[src/rf_receive_status_params.svh]
// Register offsets, field positions and reset values of the receive status bank
`ifndef RF_RECEIVE_STATUS_PARAMS_SVH
`define RF_RECEIVE_STATUS_PARAMS_SVH
`define ADDR_RECEIVE_ERROR_FLAGS     8'h0a
`define ADDR_TRANSCEIVER_STATE       8'h0b
`define ADDR_RECEIVE_BIT_ALIGNMENT   8'h0c
`define ADDR_COLLISION_POSITION      8'h0d
`define BIT_NVM_ERROR                7
`define BIT_FIFO_WRITE_ERROR         6
`define BIT_FIFO_OVERFLOW            5
`define BIT_SHORT_FRAME              4
`define BIT_EMPTY_TX                 3
`define BIT_COLLISION_SEEN           2
`define BIT_PROTOCOL_ERROR           1
`define BIT_INTEGRITY_ERROR          0
`define BIT_CIPHER_ACTIVE            5
`define BIT_KEEP_BITS_POST_COLL      7
`define BIT_COLL_AS_INTEGRITY        3
`define RESET_BYTE                   8'h00
`define MIN_FRAME_BITS               4
`define EMD_MIN_FRAME_BYTES          3
`define COLL_INDEX_LIMIT             64
`endif

[src/rf_receive_status_pkg.sv]
// Types shared by the receive status bank
package rf_receive_status_pkg;
	typedef enum logic [2:0] {
		ST_IDLE         = 3'h0,
		ST_TRANSMIT_WAIT= 3'h1,
		ST_TRANSMITTING = 3'h3,
		ST_RECEIVE_WAIT = 3'h5,
		ST_WAIT_DATA    = 3'h6,
		ST_RECEIVING    = 3'h7
	} transceiver_state_t;
endpackage

[src/collision_tracker.sv]
// First-collision index capture with alignment offset
`timescale 1ns/10ps
`include "rf_receive_status_params.svh"
module collision_tracker (
	// Clock and reset
	input  wire logic       clk,
	input  wire logic       rst_b,
	// Control
	input  wire logic       rx_start,
	input  wire logic [2:0] bit_offset,
	// Decoder bit stream
	input  wire logic       bit_valid,
	input  wire logic       bit_collided,
	input  wire logic       in_eof,
	// Result
	output logic            collision_index_valid,
	output logic [6:0]      collision_index,
	output logic            first_collision
);
	logic [9:0] bit_count;
	logic       seen;
	wire  [9:0] position = bit_count + {7'h00, bit_offset};
	wire        hit      = bit_valid && bit_collided && !in_eof && !seen;
	wire        in_range = position < 10'(`COLL_INDEX_LIMIT);
	assign first_collision = hit;

	// Count data bits and latch the first collided one
	always_ff @(posedge clk or negedge rst_b) begin
		if (!rst_b) begin
			bit_count             <= 10'h000;
			seen                  <= 1'b0;
			collision_index_valid <= 1'b0;
			collision_index       <= 7'h00;
		end else if (rx_start) begin
			bit_count             <= 10'h000;
			seen                  <= 1'b0;
			collision_index_valid <= 1'b0;
			collision_index       <= 7'h00;
		end else if (bit_valid) begin
			if (bit_count != 10'h3ff)
				bit_count <= bit_count + 10'h001;
			if (hit) begin
				seen                  <= 1'b1;
				collision_index_valid <= in_range;
				collision_index       <= in_range ? position[6:0] : 7'h00;
			end
		end
	end
endmodule

[src/rf_receive_status_regs.sv]
// Error, state, bit alignment and collision registers of the contactless transceiver
`timescale 1ns/10ps
`include "rf_receive_status_params.svh"
// How it works
// - FIFO write during CRC, receive phases or authentication sets write error; command start clears.
// - In multi-frame receive, write error clears only after error flags stored.
// - Write to full FIFO sets overflow; later writes are discarded.
// - Valid start of frame followed by fewer than four bits sets short-frame error.
// - Short frames dropped, no receive-done, decoder stays on; EMD uses three bytes.
// - Receive-side errors clear at receive start or at wait-for-data in transceive.
// - Transmission required with empty FIFO sets empty-transmit error.
// - Collision sets flag and records first position, except inside end-of-frame.
// - Protocol faults set protocol error, stop reception, drop last byte.
// - Parity or CRC mismatch sets integrity error; reception continues.
// - Collision-as-integrity bit makes collisions also set integrity error.
// - Top error bit shows last nonvolatile memory command failed.
// - Cipher bit set only by authentication; host clearing switches cipher off.
// - Three-bit state field uses the fixed transceiver state encoding.
// - Without keep-bits, every bit after a collision is stored as zero.
// - Alignment field places first received bit; zero means byte-oriented.
// - Last-bits field written at end of bit-oriented reception, reset at start.
// - Seven-bit collision index, zero first, only within first eight bytes.
// - Index valid only when a reportable collision happened.
// - Nonzero alignment adds its offset into the collision index.
module rf_receive_status_regs
	import rf_receive_status_pkg::*;
(
	// Clock and reset
	input  wire logic       clk,
	input  wire logic       rst_b,
	// Host register port
	input  wire logic       reg_write,
	input  wire logic       reg_read,
	input  wire logic [7:0] reg_addr,
	input  wire logic [7:0] reg_wdata,
	output logic [7:0]      reg_rdata,
	// FIFO host side
	input  wire logic       fifo_host_write,
	input  wire logic       fifo_full,
	output logic            fifo_write_accept,
	// Command sequencer
	input  wire logic       command_start,
	input  wire logic       receive_command_start,
	input  wire logic       card_authenticate_command,
	input  wire logic       authenticate_success,
	input  wire logic       multi_frame_receive,
	input  wire logic       error_flags_stored,
	input  wire logic       crc_sending,
	input  wire logic       transmit_request,
	input  wire logic       fifo_empty,
	input  wire logic [2:0] next_state_code,
	input  wire logic       nvm_command_done,
	input  wire logic       nvm_command_failed,
	input  wire logic       emd_suppression,
	// Receive decoder
	input  wire logic       sof_seen,
	input  wire logic       rx_bit_valid,
	input  wire logic       rx_bit,
	input  wire logic       rx_bit_collided,
	input  wire logic       rx_in_eof,
	input  wire logic       rx_byte_done,
	input  wire logic       frame_end,
	input  wire logic       protocol_fault,
	input  wire logic       integrity_fault,
	// Results toward the datapath
	output logic            cipher_active,
	output logic            stored_bit,
	output logic            rx_stop,
	output logic            byte_store,
	output logic            receive_done_interrupt,
	output logic            receive_decoder_enable
);
	transceiver_state_t state;
	logic [7:0] err;
	logic       keep_bits_post_collision;
	logic [2:0] receive_bit_offset;
	logic       collision_as_integrity;
	logic [2:0] final_byte_valid_bits;
	logic       coll_since_start;
	logic [9:0] frame_bits;
	logic       frame_open;
	logic       coll_valid;
	logic [6:0] coll_index;
	logic       first_coll;

	// Address decode
	wire sel_err   = (reg_addr == `ADDR_RECEIVE_ERROR_FLAGS);
	wire sel_state = (reg_addr == `ADDR_TRANSCEIVER_STATE);
	wire sel_align = (reg_addr == `ADDR_RECEIVE_BIT_ALIGNMENT);
	wire sel_coll  = (reg_addr == `ADDR_COLLISION_POSITION);
	wire wr_state  = reg_write && sel_state;
	wire wr_align  = reg_write && sel_align;

	// Phase decode from the sequencer's state
	wire next_rx_phase = (next_state_code == 3'(ST_RECEIVE_WAIT)) || (next_state_code == 3'(ST_WAIT_DATA)) ||
		(next_state_code == 3'(ST_RECEIVING));
	wire rx_phase      = (state == ST_RECEIVE_WAIT) || (state == ST_WAIT_DATA) || (state == ST_RECEIVING);
	wire enter_wait    = (next_state_code == 3'(ST_WAIT_DATA)) && (state != ST_WAIT_DATA);
	wire rx_clear      = receive_command_start || enter_wait;
	wire bad_fifo_wr   = fifo_host_write && (crc_sending || rx_phase || card_authenticate_command);
	wire over_wr       = fifo_host_write && (fifo_full || err[`BIT_FIFO_OVERFLOW]);
	// Clear of the write error: immediate, or deferred in multi-frame mode
	wire wr_err_clear  = multi_frame_receive ? error_flags_stored : command_start;
	wire coll_event    = first_coll;
	wire any_coll      = rx_bit_valid && rx_bit_collided && !rx_in_eof;
	// Short frame: fewer than four bits, or under three bytes with EMD on
	wire [9:0] short_limit = emd_suppression ? 10'(`EMD_MIN_FRAME_BYTES * 8) : 10'(`MIN_FRAME_BITS);
	wire too_few_bits  = frame_bits < 10'(`MIN_FRAME_BITS);
	wire short_frame   = frame_open && frame_end && (frame_bits < short_limit);
	wire [2:0] bits_mod = frame_bits[2:0] + receive_bit_offset;

	// Next values of the error flags; a set always wins over a clear
	logic [7:0] next_err;
	always_comb begin
		next_err = err;
		if (nvm_command_done)
			next_err[`BIT_NVM_ERROR] = nvm_command_failed;
		if (wr_err_clear)
			next_err[`BIT_FIFO_WRITE_ERROR] = 1'b0;
		if (command_start)
			next_err[`BIT_FIFO_OVERFLOW] = 1'b0;
		if (command_start)
			next_err[`BIT_EMPTY_TX] = 1'b0;
		if (rx_clear) begin
			next_err[`BIT_SHORT_FRAME]     = 1'b0;
			next_err[`BIT_COLLISION_SEEN]  = 1'b0;
			next_err[`BIT_PROTOCOL_ERROR]  = 1'b0;
			next_err[`BIT_INTEGRITY_ERROR] = 1'b0;
		end
		if (bad_fifo_wr)
			next_err[`BIT_FIFO_WRITE_ERROR] = 1'b1;
		if (fifo_host_write && fifo_full)
			next_err[`BIT_FIFO_OVERFLOW] = 1'b1;
		if (frame_open && frame_end && too_few_bits)
			next_err[`BIT_SHORT_FRAME] = 1'b1;
		if (transmit_request && fifo_empty)
			next_err[`BIT_EMPTY_TX] = 1'b1;
		if (coll_event)
			next_err[`BIT_COLLISION_SEEN] = 1'b1;
		if (protocol_fault)
			next_err[`BIT_PROTOCOL_ERROR] = 1'b1;
		if (integrity_fault || (collision_as_integrity && any_coll))
			next_err[`BIT_INTEGRITY_ERROR] = 1'b1;
	end

	// Error register; host writes are ignored since every bit is read-only
	always_ff @(posedge clk or negedge rst_b) begin
		if (!rst_b)
			err <= `RESET_BYTE;
		else
			err <= next_err;
	end

	// State field mirror of the sequencer
	always_ff @(posedge clk or negedge rst_b) begin
		if (!rst_b)
			state <= ST_IDLE;
		else
			state <= transceiver_state_t'(next_state_code);
	end

	// Cipher: only authentication sets, host may only clear
	always_ff @(posedge clk or negedge rst_b) begin
		if (!rst_b)
			cipher_active <= 1'b0;
		else if (card_authenticate_command && authenticate_success)
			cipher_active <= 1'b1;
		else if (wr_state && !reg_wdata[`BIT_CIPHER_ACTIVE])
			cipher_active <= 1'b0;
	end

	// Host-written alignment controls
	always_ff @(posedge clk or negedge rst_b) begin
		if (!rst_b) begin
			keep_bits_post_collision <= 1'b0;
			receive_bit_offset       <= 3'h0;
			collision_as_integrity   <= 1'b0;
		end else if (wr_align) begin
			keep_bits_post_collision <= reg_wdata[`BIT_KEEP_BITS_POST_COLL];
			receive_bit_offset       <= reg_wdata[6:4];
			collision_as_integrity   <= reg_wdata[`BIT_COLL_AS_INTEGRITY];
		end
	end

	// Last-bits field: cleared at reception start, set at bit-oriented frame end
	always_ff @(posedge clk or negedge rst_b) begin
		if (!rst_b)
			final_byte_valid_bits <= 3'h0;
		else if (rx_clear || sof_seen)
			final_byte_valid_bits <= 3'h0;
		else if (frame_open && frame_end && receive_bit_offset != 3'h0)
			final_byte_valid_bits <= bits_mod;
	end

	// Frame bit counter and post-collision tracking
	always_ff @(posedge clk or negedge rst_b) begin
		if (!rst_b) begin
			frame_bits       <= 10'h000;
			frame_open       <= 1'b0;
			coll_since_start <= 1'b0;
		end else if (sof_seen) begin
			frame_bits       <= 10'h000;
			frame_open       <= 1'b1;
			coll_since_start <= 1'b0;
		end else begin
			if (frame_end || protocol_fault)
				frame_open <= 1'b0;
			if (rx_bit_valid && frame_bits != 10'h3ff)
				frame_bits <= frame_bits + 10'h001;
			if (any_coll)
				coll_since_start <= 1'b1;
		end
	end

	// Datapath strobes, all registered
	always_ff @(posedge clk or negedge rst_b) begin
		if (!rst_b) begin
			stored_bit             <= 1'b0;
			rx_stop                <= 1'b0;
			byte_store             <= 1'b0;
			receive_done_interrupt <= 1'b0;
			receive_decoder_enable <= 1'b0;
			fifo_write_accept      <= 1'b0;
		end else begin
			stored_bit             <= (coll_since_start || any_coll) && !keep_bits_post_collision ? 1'b0 : rx_bit;
			rx_stop                <= protocol_fault;
			byte_store             <= rx_byte_done && !protocol_fault;
			receive_done_interrupt <= frame_open && frame_end && !short_frame;
			receive_decoder_enable <= next_rx_phase && !(protocol_fault || (frame_end && !short_frame));
			fifo_write_accept      <= fifo_host_write && !over_wr;
		end
	end

	// First collision position
	collision_tracker u_collision (
		.clk                   (clk),
		.rst_b                 (rst_b),
		.rx_start              (rx_clear),
		.bit_offset            (receive_bit_offset),
		.bit_valid             (rx_bit_valid),
		.bit_collided          (rx_bit_collided),
		.in_eof                (rx_in_eof),
		.collision_index_valid (coll_valid),
		.collision_index       (coll_index),
		.first_collision       (first_coll)
	);

	// Read data, registered; unmapped addresses read zero
	wire [7:0] rd_err   = err;
	wire [7:0] rd_state = {2'b00, cipher_active, 2'b00, state};
	wire [7:0] rd_align = {keep_bits_post_collision, receive_bit_offset, collision_as_integrity, final_byte_valid_bits};
	wire [7:0] rd_coll  = {coll_valid, coll_index};
	wire [7:0] rd_mux   = sel_err ? rd_err : sel_state ? rd_state : sel_align ? rd_align : sel_coll ? rd_coll : 8'h00;

	always_ff @(posedge clk or negedge rst_b) begin
		if (!rst_b)
			reg_rdata <= `RESET_BYTE;
		else if (reg_read)
			reg_rdata <= rd_mux;
	end
endmodule

[config.mk]
export PLATFORM = sky130hd
export DESIGN_NAME = rf_receive_status_regs
export DESIGN_NICKNAME = d
export VERILOG_FILES = /design/src/rf_receive_status_pkg.sv /design/src/collision_tracker.sv /design/src/rf_receive_status_regs.sv
export VERILOG_INCLUDE_DIRS = /design/src
export SDC_FILE = /design/constraint.sdc
export NUM_CORES = 1
export LEC_CHECK = 0
export ABC_AREA = 1
export BUFFER_PORTS_ARGS = -buffer_cell sky130_fd_sc_hd__buf_2
export CAP_MARGIN = 20
export CORE_ASPECT_RATIO = 0.8
export CORE_MARGIN = 2
export CORE_UTILIZATION = 55
export CTS_CLUSTER_DIAMETER = 100
export DETAILED_ROUTE_END_ITERATION = 8
export GPL_TIMING_DRIVEN = 1
export PLACE_DENSITY = 0.85
export SYNTH_ARGS = -nofsm -noshare
export SYNTH_HDL_FRONTEND = slang
export SYNTH_SLANG_ARGS = --single-unit
[constraint.sdc]
create_clock -name clk -period 5.4 [get_ports clk]
set_input_delay 0.81 -clock clk [delete_from_list [all_inputs] [get_ports clk]]
set_output_delay 0.81 -clock clk [all_outputs]
set_load 0.01 [all_outputs]
# Yosys cells after proc, flatten, opt, wreduce, memory -nomap -nowiden
# Cells that the tools add are included.
op_classes:
  n_addsub: 4
  n_eq_ne: 13
  n_reduce_logical: 62
  muxes: 41
  order_cmp: 3
op_table:
  columns: ["op", "count"]
  rows:
  - ["$mux 10", 5]
  - ["$eq 8x4->1 const B", 4]
  - ["$mux 8", 4]
  - ["$mux 7", 4]
  - ["$reduce_bool 2->1", 14]
  - ["$logic_and 1x1->1", 24]
  - ["$mux 1", 24]
  - ["$add 10x1->10 const B", 2]
  - ["$ne 10x10->1 const B", 2]
  - ["$eq 3x3->1 const B", 6]
  - ["$logic_or 1x1->1", 13]
  - ["$add 10x3->10", 1]
  - ["$lt 10x3->1 const B", 1]
  - ["$lt 10x5->1", 1]
  - ["$lt 10x7->1 const B", 1]
  - ["$mux 3", 3]
  - ["$logic_not 1->1", 8]
  - ["$mux 5", 1]
  - ["$reduce_and 2->1", 2]
  - ["$add 3x3->3", 1]
  - ["$ne 3x3->1 const B", 1]
  - ["$reduce_bool 3->1", 1]
totals:
  register_bits: 65
  out_inout_bits: 15

# Depth between registers and ports, before layout
# Gate-level depths: netlist of run 1.
depth:
  word_depth: 8
  ltp_mapped: 12

# By module
# A second synthesis of run 1 with hierarchy kept.
hier_totals:
  hier_cells: 485
  hier_area_um2: 3676.0
by_module_without_submodules:
  columns: ["module", "seq_area_each_um2", "area_each_um2", "instances", "cells_per_inst"]
  rows:
  - ["rf_receive_status_regs", 1151.1, 2414.8, 1, 307]
  - ["collision_tracker", 475.5, 1261.2, 1, 178]

# Least setup slack after synthesis of run 1
# Ideal clock, no wire load.
synth_path:
  path_type: "reg2reg"
  startpoint: "reg u_collision.bit_count[0]"
  endpoint: "reg u_collision.collision_index_valid"
  t_arrival_ns: 1.765
  stages_incl_launch_ff: 11
  path_slack_ns: 3.553
  t_required_ns: 5.317
  setup_time_ns: 0.083
  cell_sequence: "dfrtp_1 > ha_1 > inv_1 > fa_1 > o21ai_2 > nand2_1 > nand2_1 > nand2_1 > nor2_2 > nand3_1 > o21ai_0"
synth_via:
  elab_chain_cells: 5
synth_rtl:
  columns: ["item", "line_no", "text"]
  rows:
  - ["start: declaration", "collision_tracker.sv:20", "logic [9:0] bit_count;"]
  - ["start signal: assignment", "collision_tracker.sv:41", "bit_count <= bit_count + 10'h001;"]
  - ["$add 10x3->10", "collision_tracker.sv:22", "wire [9:0] position = bit_count + {7'h00, bit_offset};"]
  - ["$lt 10x7->1", "collision_tracker.sv:24", "wire in_range = position < 10'(`COLL_INDEX_LIMIT);"]
  - ["$mux 1", "collision_tracker.sv:42", "if (hit) begin"]
  - ["$mux 1", "collision_tracker.sv:39", "end else if (bit_valid) begin"]
  - ["$mux 1", "collision_tracker.sv:34", "end else if (rx_start) begin"]
  - ["end signal: assignment", "collision_tracker.sv:44", "collision_index_valid <= in_range;"]
  - ["end: declaration", "collision_tracker.sv:16", "output logic collision_index_valid,"]
# Every way passes these cells. The select of a mux whose other input is x is not followed.
# A chain may end at the register's enable or synchronous reset.

# Worst setup path in the final report of run 1
layout_path:
  startpoint: "reg u_collision.bit_count[0]"
  endpoint: "reg u_collision.collision_index[5]"
layout_via:
  elab_chain_cells: 6
layout_rtl:
  columns: ["item", "line_no", "text"]
  rows:
  - ["$add 10x3->10 (*)", "collision_tracker.sv:22", null]
  - ["$lt 10x7->1", "collision_tracker.sv:24", null]
  - ["$mux 7 (*)", "collision_tracker.sv:45", "collision_index <= in_range ? position[6:0] : 7'h00;"]
  - ["$mux 7 (*)", "collision_tracker.sv:42", null]
  - ["$mux 7 (*)", "collision_tracker.sv:39", null]
  - ["$mux 7 (*)", "collision_tracker.sv:34", null]
  - ["end signal: assignment", "collision_tracker.sv:45", null]
  - ["end: declaration", "collision_tracker.sv:17", "output logic [6:0] collision_index,"]
# Mark *: on every way between the ends. The rest lies on a longest branch, timed or not. The select of a mux whose other input is x is not followed.

==> run summary, run 1 <==
The flow ran to the end, and the final reports show no timing, DRC or antenna violations. The normalized max-slew margin came out at 0.453. The number of gates on the worst path with buffers counted came out at 10. In the layout the commonest cells are 106 x sky130_fd_sc_hd__nand2_1, 65 x sky130_fd_sc_hd__dfrtp_1, 57 x sky130_fd_sc_hd__buf_2, 56 x sky130_fd_sc_hd__inv_1, 55 x sky130_fd_sc_hd__nand3_1. The via count is 3281.

In the finished design, the share of the clock period the worst path needs comes to 0.411. Along the worst path, the maximum fanout reaches 7. The floorplan step defined a die boundary enclosing 7230 um2. The proportion of power drawn by combinational gates came out at 0.101.

The kind of critical path is reg2reg. Of the post-synthesis cell area, the dominant cell type holds 0.451. Counting cells, the worst reg-to-reg path comes to 10. When the netlist entered floorplanning its net count stood at 507.

The detailed-route DRC error count is 0. The critical path arrival is 2.50 ns. The switching power is 0.281 mW. The cell with the largest stage delay on the worst path is sky130_fd_sc_hd__dfrtp_1. The library cell used most frequently in the layout, excluding fill and tap cells, is sky130_fd_sc_hd__nand2_1. The number of nets in the layout is 570. Clock tree synthesis selected as its root buffer the cell sky130_fd_sc_hd__clkbuf_8. The worst hold path stage count is 2.

The number of I/O port buffers came out at 57. The total global-route track usage is 0.246. The I/O pin count came out at 61. Wire segments on met2 add up to 3.90 mm in the final route. The critical path goes through ha_1, inv_1, fa_1, o21ai_2, nand2_1, nand2_1, nand2_1, nor2_2, nand4_1, nand2_1. The areal power density over the cells came out at 253 nW/um2. STA classifies the critical path startpoint as a flip-flop. For the finished layout, the period the worst path requires is 2.22 ns. The routed wire length on met3 came out at 703 um. The global-route wire length before repair came out at 13.8 mm. The number of enable flip-flop cells after synthesis came out at 0. The number of max-cap violations is 0. The number of instances in the synthesized netlist came out at 451. In the final routed layout, each cell accounts on average for 13.9 um. The routed length on met1 came out at 3.67 mm. The die width came out at 94.6 um.

The detailed router's first-iteration violation count is 156. The sequential area share after synthesis came out at 0.451. The remaining antenna violation count is 0. Derived from the worst setup path, the maximum achievable clock frequency is 450 MHz. On the critical path the largest part of the delay comes from simple AND/OR/NAND/NOR gates. The pin count of the biggest net entering global routing is 66.

The worst endpoint required time is 5.68 ns. Each instance of the synthesized netlist takes up on average 8.00 um2. The first TritonRoute pass finished after 5 iterations. The path class of the tightest hold or removal check is reg2reg.

The share of total power in the clock network is 0.401. Routed signal wires occupy layers up through met4. The post-synthesis instance area came out at 3610 um2. The maximum number of buffers from clock root to sink is 2.

The number of distinct library cells after synthesis came out at 39. The final number of max-transition violations is 0. The most used flip-flop cell after synthesis is sky130_fd_sc_hd__dfrtp_1. Of the total power, the share spent switching nets is 0.267. The number of setup buffers added after CTS is 0. The sequential group share of total power is 0.498. The growth of design area from synthesis to finish came out at 15.4%. The via count normalized by instance count is 5.44. The worst setup path is captured at a flip-flop. The delay of the slowest critical-path stage came out at 0.48 ns. The worst register-to-register path has a setup slack of 3.18 ns. The chip height came out at 76.4 um.

The count of buffer and inverter cells on the critical path is 1. The share of cells above drive strength 1 came out at 0.193. The clock skew is 0.00783 ns.

By instance count, the cell type seen most on the critical path is sky130_fd_sc_hd__nand2_1. The later pin in the worst-skew pair is clocked with a latency of 0.35 ns. The number of sinks handled by clock tree synthesis is 65. Setup repair after global routing left no endpoint under its margin.

The maximum ir drop on the vdd rail came out at 153 uV. The slew of the pin with the lowest slew margin is 0.820 ns. For this run the aggregate overflow at the end of global routing stands at 0. In this run, CTS created clock tree buffers numbering 9.

The internal portion of total power is 0.771 mW. By area the synthesized netlist is led by sky130_fd_sc_hd__dfrtp_1 45%, sky130_fd_sc_hd__nand2_1 11%, sky130_fd_sc_hd__nand3_1 7.6%, sky130_fd_sc_hd__inv_1 5.8%, sky130_fd_sc_hd__nor2_1 4.6%. The floorplan step defined a core boundary enclosing 6380 um2. The share of flip-flops with an asynchronous set or reset after synthesis came out at 1.00.

The leakage power total is 2.09 nW. For this configuration, the core starts out at a cell density of 0.566. The clock transition at the registers of the reported paths came out at 0.08 ns. The number of antenna violations at the first check in global routing is 0.

Summing internal, switching and leakage power gives 1.05 mW. The Yosys warning count came out at 0. The total wirelength of the detailed-routed design came out at 8.40 mm. The total number of H-tree levels is 3. 0 antenna diodes ended up in the layout. The synthesized design spends more area on one cell type than any other, namely sky130_fd_sc_hd__dfrtp_1. The utilization of the core after routing is 0.653.

After routing, the total negative slack on setup checks comes to 0 ns. Synthesis inferred 65 register bits. The number of buffers inserted for hold repair after clock tree synthesis is 0.

The placer congestion estimate came out at 0.863. Fill cells in the final layout number 554. The post-cts sizing count is 0. The final number of setup-violating endpoints is 0. The via count of the first global-routing pass came to 3039.

The placed wire-length estimate came out at 6.14 mm. The final hold violation count came out at 0. The floorplan has 26 rows. TritonCTS built the clock tree.
==> through the flow <==
stage          std cells  cell area, um2  hold slack (ns)  setup slack [ns]
2_1_floorplan        451            3610            0.432              3.55
3_3_place_gp         587            3960            0.451              3.08
3_5_place_dp         587            3960            0.466              3.01
4_1_cts              603            4160            0.481              3.20
5_1_grt              603            4160            0.508              3.04
6_report             603            4160            0.480              3.18
==> power groups by stage <==
stage	registers, mW	clock network (mW)	logic [mW]
final	0.524	0.422	0.107
after detailed placement	0.533	0	0.106
after CTS	0.523	0.428	0.107
after floorplan	0.529	0	0.0569
after global placement	0.532	0	0.101
after global routing	0.526	0.452	0.121
==> metal layers <==
layer,vias up,global-route usage
met5,-,0
met4,0,0.0870
met3,14,0.0613
met2,139,0.387
met1,1533,0.331
li1,1595,-
==> worst register-to-register path, stage by stage, from the launching register on <==
cell and delay, ns:
sky130_fd_sc_hd__dfrtp_1 0.48, sky130_fd_sc_hd__ha_1 0.22, sky130_fd_sc_hd__inv_1 0.06, sky130_fd_sc_hd__fa_1 0.43
sky130_fd_sc_hd__o21ai_2 0.28, sky130_fd_sc_hd__nand2_1 0.09, sky130_fd_sc_hd__nand2_1 0.06, sky130_fd_sc_hd__nand2_1 0.09
sky130_fd_sc_hd__nor2_2 0.24, sky130_fd_sc_hd__nand4_1 0.12, sky130_fd_sc_hd__nand2_1 0.09
==> layout make-up <==
class	count	area [um2]	share of cell area
Multi-Input combinational cell	321	1710	0.410
Sequential cell	65	1630	0.391
Timing Repair Buffer	58	293	0.0703
Inverter	59	226	0.0544
Clock buffer	10	138	0.0331
Tap cell	84	105	0.0252
Clock inverter	6	66.3	0.0159
==> final timing paths <==
kind                                                              endpoint                            startpoint
worst max-delay path            u_collision.collision_index[5]$_DFFE_PN0P_  u_collision.bit_count[0]$_DFFE_PN0P_
worst min-delay path                              reg_rdata[0]$_DFFE_PN0P_              reg_rdata[0]$_DFFE_PN0P_
worst max register to register  u_collision.collision_index[5]$_DFFE_PN0P_  u_collision.bit_count[0]$_DFFE_PN0P_
worst min register to register                    reg_rdata[0]$_DFFE_PN0P_              reg_rdata[0]$_DFFE_PN0P_
max in group asynchronous                     coll_since_start$_DFFE_PN0P_                                 rst_b
min in group asynchronous                               err[7]$_DFFE_PN0P_                                 rst_b
==> synthesized netlist by cell type (3+ instances only) <==
cell                      instances
sky130_fd_sc_hd__a21oi_1          7
sky130_fd_sc_hd__buf_2            3
sky130_fd_sc_hd__dfrtp_1         65
sky130_fd_sc_hd__ha_1             8
sky130_fd_sc_hd__inv_1           56
sky130_fd_sc_hd__nand2_1        106
sky130_fd_sc_hd__nand2_2          7
sky130_fd_sc_hd__nand3_1         55
sky130_fd_sc_hd__nand4_1          9
sky130_fd_sc_hd__nor2_1          44
sky130_fd_sc_hd__nor3_1           6
sky130_fd_sc_hd__nor3_2           3
sky130_fd_sc_hd__o21a_1           3
sky130_fd_sc_hd__o21ai_0         22
sky130_fd_sc_hd__o21ai_1          8
sky130_fd_sc_hd__o21ai_2          5
sky130_fd_sc_hd__xor2_1          13
==> registers in the layout, summed over array words and instances, names as in the netlist, 3 cells and up <==
signal                       count
state                            3
u_collision.bit_count           10
frame_bits                      10
reg_rdata                        8
err                              8
receive_bit_offset               3
u_collision.collision_index      7
final_byte_valid_bits            3
==> logic make-up after synthesis <==
kind of cell    count (synthesis)  synth area share
simple gates                  239             0.302
xor+xnor                       15            0.0364
buf+inv                        65            0.0756
fa+ha+maj                      10            0.0388
flops                          65             0.451
compound gates                 57            0.0964
No activity file was read; power rests on OpenSTA's default activity.
==> run 2: changes to the inputs <==
--- a/config.mk
+++ b/config.mk
@@ -6,7 +6,7 @@
 export SDC_FILE = /design/constraint.sdc
 export NUM_CORES = 1
 export LEC_CHECK = 0
-export ABC_AREA = 1
+export ABC_AREA = 0
 export BUFFER_PORTS_ARGS = -buffer_cell sky130_fd_sc_hd__buf_2
 export CAP_MARGIN = 20
 export CORE_ASPECT_RATIO = 0.8
@@ -15,7 +15,7 @@
 export CTS_CLUSTER_DIAMETER = 100
 export DETAILED_ROUTE_END_ITERATION = 8
 export GPL_TIMING_DRIVEN = 1
-export PLACE_DENSITY = 0.85
+export PLACE_DENSITY = 0.86
 export SYNTH_ARGS = -nofsm -noshare
 export SYNTH_HDL_FRONTEND = slang
 export SYNTH_SLANG_ARGS = --single-unit
==> constraint.sdc (replaced) <==
create_clock -name clk -period 2.27 [get_ports clk]
set_input_delay 0.3405 -clock clk [delete_from_list [all_inputs] [get_ports clk]]
set_output_delay 0.3405 -clock clk [all_outputs]
set_load 0.01 [all_outputs]
==> run 2 against run 1 <==
Net effect: largest power group unchanged; non-clock buffer count rose by 11; clock skew grew 0.0027 ns; first-iteration DRC count up 4.5%; critical endpoint is now u_collision.collision_index[2]$_DFFE_PN0P_.
==> run summary, run 2 <==
Result of the run: finished clean (unchanged). The nature of the critical path endpoint is a flip-flop (unchanged). The slew of the pin with the lowest slew margin is 0.770 ns (was 0.820 ns). The detailed-route wire length per cell is 16.0 um (was 13.9 um). The endpoint of the most critical register-to-register path is u_collision.collision_index[2]$_DFFE_PN0P_ (was u_collision.collision_index[5]$_DFFE_PN0P_). The growth of design area from synthesis to finish came to 20.5% (was 15.4%). The share of total power in the clock network is 0.416 (was 0.401). The share of cells above drive strength 1 is 0.267 (was 0.193). The total wirelength of the detailed-routed design came out at 7.55 mm (was 8.40 mm). The number of placement rows is 25 (was 26). The number of nets in the layout is 441 (was 570). The post-layout instance count excluding filler cells came out at 471 (was 603).

The final number of max-transition violations is 0 (unchanged). The placed wire-length estimate is 5.50 mm (was 6.14 mm). The number of antenna diodes is 0 (unchanged). The via count of the first global-routing pass came to 2620 (was 3039). The starting density of the core came to 0.564 (was 0.566). The global-route congestion overflow total came to 0 (unchanged).

The total number of H-tree levels came out at 3 (unchanged). The via count normalized by instance count is 5.61 (was 5.44). The number of optimization iterations in the first detailed-route pass came out at 4 (was 5). The die width came out at 90.6 um (was 94.6 um). The number of antenna violations at the first check in global routing came to 0 (unchanged). The total placed cells including tap cells is 451 (was 587). The number of cell instances on the worst register-to-register path is 9 (was 10). The synthesized net count is 374 (was 507). The global-route wire length before repair is 12.6 mm (was 13.8 mm). The predominant post-synthesis flop cell is sky130_fd_sc_hd__dfrtp_1 (unchanged).

The final critical-path setup slack is 0.0663 ns (was 3.18 ns). The minimum clock period came out at 2.20 ns (was 2.22 ns). The class of the tightest hold or removal check is in2async (was reg2reg). The maximum number of buffers from clock root to sink is 2 (unchanged).

The I/O pin count is 61 (unchanged). The total of flip-flops plus latches after synthesis is 65 (unchanged). The clock transition at the registers of the reported paths came out at 0.07 ns (was 0.08 ns). The chip height came out at 73.3 um (was 76.4 um).

The clock latency on the worst-skew pair came out at 0.35 ns (about the same). The area enclosed by the die boundary is 6640 um2 (was 7230 um2). The start point of the critical path was u_collision.bit_count[0]$_DFFE_PN0P_ (unchanged). The most common library cell in the layout ignoring fill and taps was sky130_fd_sc_hd__dfrtp_1 (was sky130_fd_sc_hd__nand2_1). The share of flip-flops with an asynchronous set or reset after synthesis was 1.00 (unchanged).

The average cell area after synthesis is 10.4 um2 (was 8.00 um2). The number of instances in the synthesized netlist came out at 318 (was 451). Synth cell count leaders: 65 x sky130_fd_sc_hd__dfrtp_1, 44 x sky130_fd_sc_hd__nor2_1, 20 x sky130_fd_sc_hd__inv_1, 16 x sky130_fd_sc_hd__nand2_1, 14 x sky130_fd_sc_hd__mux2i_1 (was 106 x sky130_fd_sc_hd__nand2_1, 65 x sky130_fd_sc_hd__dfrtp_1, 56 x sky130_fd_sc_hd__inv_1, 55 x sky130_fd_sc_hd__nand3_1, 44 x sky130_fd_sc_hd__nor2_1).

The clock tree from TritonCTS is done (unchanged). The cell with the most instances after synthesis was sky130_fd_sc_hd__dfrtp_1 (was sky130_fd_sc_hd__nand2_1). The number of enable flip-flop cells after synthesis is 0 (unchanged). The worst reg-to-reg setup slack is 0.07 ns (was 3.18 ns). The largest fanout on the critical path came out at 7 (unchanged). The critical path arrival came to 2.49 ns (was 2.50 ns). The kind of critical path is reg2reg (unchanged). The proportion of power drawn by combinational gates came out at 0.096 (was 0.101). The cell area after placement is 3680 um2 (was 3960 um2). The number of I/O port buffers is 57 (unchanged).

The final number of setup-violating endpoints is 0 (unchanged). The switching share of power came out at 0.253 (was 0.267). The final hold violation count came to 0 (unchanged).

The maximum ir drop on the vdd rail came to 606 uV (was 153 uV). Top library cells by usage in the layout, fill and taps aside: 65 x sky130_fd_sc_hd__dfrtp_1, 57 x sky130_fd_sc_hd__buf_2, 44 x sky130_fd_sc_hd__nor2_1, 19 x sky130_fd_sc_hd__inv_1, 16 x sky130_fd_sc_hd__nand2_1 (was 106 x sky130_fd_sc_hd__nand2_1, 65 x sky130_fd_sc_hd__dfrtp_1, 57 x sky130_fd_sc_hd__buf_2, 56 x sky130_fd_sc_hd__inv_1, 55 x sky130_fd_sc_hd__nand3_1). The number of distinct library cells after synthesis came to 51 (was 39). The worst endpoint required time came to 2.56 ns (was 5.68 ns). The sequential area share after synthesis is 0.493 (was 0.451). The area fraction of the dominant cell type after synthesis came out at 0.493 (was 0.451). The internal portion of total power came out at 1.87 mW (was 0.771 mW). The remaining antenna violation count was 0 (unchanged). The leakage power total is 1.90 nW (was 2.09 nW).

Synth area leaders: sky130_fd_sc_hd__dfrtp_1 49%, sky130_fd_sc_hd__nor2_1 5.0%, sky130_fd_sc_hd__mux2i_1 4.2%, sky130_fd_sc_hd__xnor2_1 3.4%, sky130_fd_sc_hd__ha_1 3.0% (was sky130_fd_sc_hd__dfrtp_1 45%, sky130_fd_sc_hd__nand2_1 11%, sky130_fd_sc_hd__nand3_1 7.6%, sky130_fd_sc_hd__inv_1 5.8%, sky130_fd_sc_hd__nor2_1 4.6%). The number of buffers created by CTS was 9 (unchanged). The capture point of the worst path is u_collision.collision_index[2]$_DFFE_PN0P_ (was u_collision.collision_index[5]$_DFFE_PN0P_). The utilization of the core after routing is 0.680 (was 0.653). The final cell area excluding filler cells came out at 3980 um2 (was 4160 um2).

Leading registers by flop count: frame_bits: 10 flops, u_collision.bit_count: 10 flops (unchanged). The cell type with the largest total area after synthesis is sky130_fd_sc_hd__dfrtp_1 (unchanged). The total global-route track usage is 0.246 (about the same). RSZ-0062 raised after global routing: true (was false).

The final worst-path cycle share was 0.971 (was 0.411). The sequential group share of total power was 0.489 (was 0.498). The via count is 2642 (was 3281). The area inside the core boundary is 5850 um2 (was 6380 um2). The number of sinks handled by clock tree synthesis is 65 (unchanged). The placement-stage worst setup slack is -0.0824 ns (was 3.01 ns). The category of the worst setup path launch point was a flip-flop (unchanged). The achievable frequency came out at 454 MHz (was 450 MHz). The detailed router's first-iteration violation count is 163 (was 156). The worst hold margin came to 0.00380 ns (was 0.480 ns). The areal power density over the cells was 629 nW/um2 (was 253 nW/um2). The start of the worst register-to-register path was u_collision.bit_count[0]$_DFFE_PN0P_ (unchanged).

The detailed-route DRC error count is 0 (unchanged). The switching power is 0.632 mW (was 0.281 mW). The pin count of the biggest net entering global routing came to 31 (was 66).

The number of max-cap violations came out at 0 (unchanged). The placer congestion estimate came out at 0.830 (was 0.863). The Yosys warning count is 0 (unchanged).

The clock skew came out at 0.0105 ns (was 0.00783 ns). The cell at the root of the clock tree is sky130_fd_sc_hd__clkbuf_8 (unchanged). The post-synthesis instance area came out at 3300 um2 (was 3610 um2). The normalized max-slew margin is 0.479 (was 0.453).
==> run 2: cell families after synthesis <==
kind of cell	after synthesis	share of synthesized area
adder cells (fa/ha/maj)	10	0.0424
XOR/XNOR	24	0.0637
AND/OR/NAND/NOR	107	0.156
AO/OA/AOI/OAI	56	0.130
flip-flops	65	0.493
buffers and inverters	33	0.0421
multiplexers	23	0.0731
==> run 2: worst min-delay path by stage <==
| stage | start | endpoint | depth (start not counted) |
|---|---|---|---|
| floorplan | rst_b | byte_store$_DFF_PN0_ | 0 |
| global placement | rst_b | fifo_write_accept$_DFF_PN0_ | 1 |
| detailed placement | rst_b | fifo_write_accept$_DFF_PN0_ | 1 |
| CTS | rst_b | err[2]$_DFFE_PN0P_ | 1 |
| global route | rst_b | err[2]$_DFFE_PN0P_ | 1 |
| finish | rst_b | fifo_write_accept$_DFF_PN0_ | 1 |
==> run 2: final cells by class <==
type                       instances  area, um2
tap                               81        101
sequential                        65       1630
clock inverter                     5       62.6
multi-input combinational        220       1580
inverter                          20       75.1
fill                             467       1870
clock buffer                      11        151
timing repair buffer              69        379
==> run 2: worst max-delay path: stages (launching register included) <==
cell and delay [ns]:
sky130_fd_sc_hd__dfrtp_1 0.39, sky130_fd_sc_hd__ha_4 0.16, sky130_fd_sc_hd__inv_2 0.04, sky130_fd_sc_hd__fa_2 0.38, sky130_fd_sc_hd__nor2b_4 0.16, sky130_fd_sc_hd__buf_6 0.12
sky130_fd_sc_hd__o2111ai_4 0.11, sky130_fd_sc_hd__mux2i_2 0.21, sky130_fd_sc_hd__a221oi_4 0.39, sky130_fd_sc_hd__a22o_1 0.19
==> run 2: per-layer routing <==
metal	up-vias	share of wire	track usage
met5	-	0	0
met4	0	0.019	0.0718
met3	13	0.083	0.0749
met2	107	0.47	0.414
met1	1270	0.43	0.313
li1	1252	-	-
==> run 2: stage by stage <==
stage	TNS, ns	total power, mW
finish	0	2.50
global route	-0.0671	2.60
CTS	0	2.51
detailed placement	-0.441	1.48
global placement	0	1.47
floorplan	0	1.35
==> run 2: power groups by stage <==
stage	logic [mW]	clock network [mW]	registers, mW
finish	0.239	1.04	1.22
global route	0.267	1.10	1.23
CTS	0.236	1.05	1.22
detailed placement	0.234	0	1.24
global placement	0.223	0	1.24
floorplan	0.114	0	1.24
==> run 2: what timing repair did <==
action	in CTS	in global routing
gates cloned	0	0
endpoints found under the hold margin	0	0
gates resized for setup	3	8
buffers inserted	1	3
setup endpoints to repair	7	7
hold buffers	0	0
pin swaps	3	5
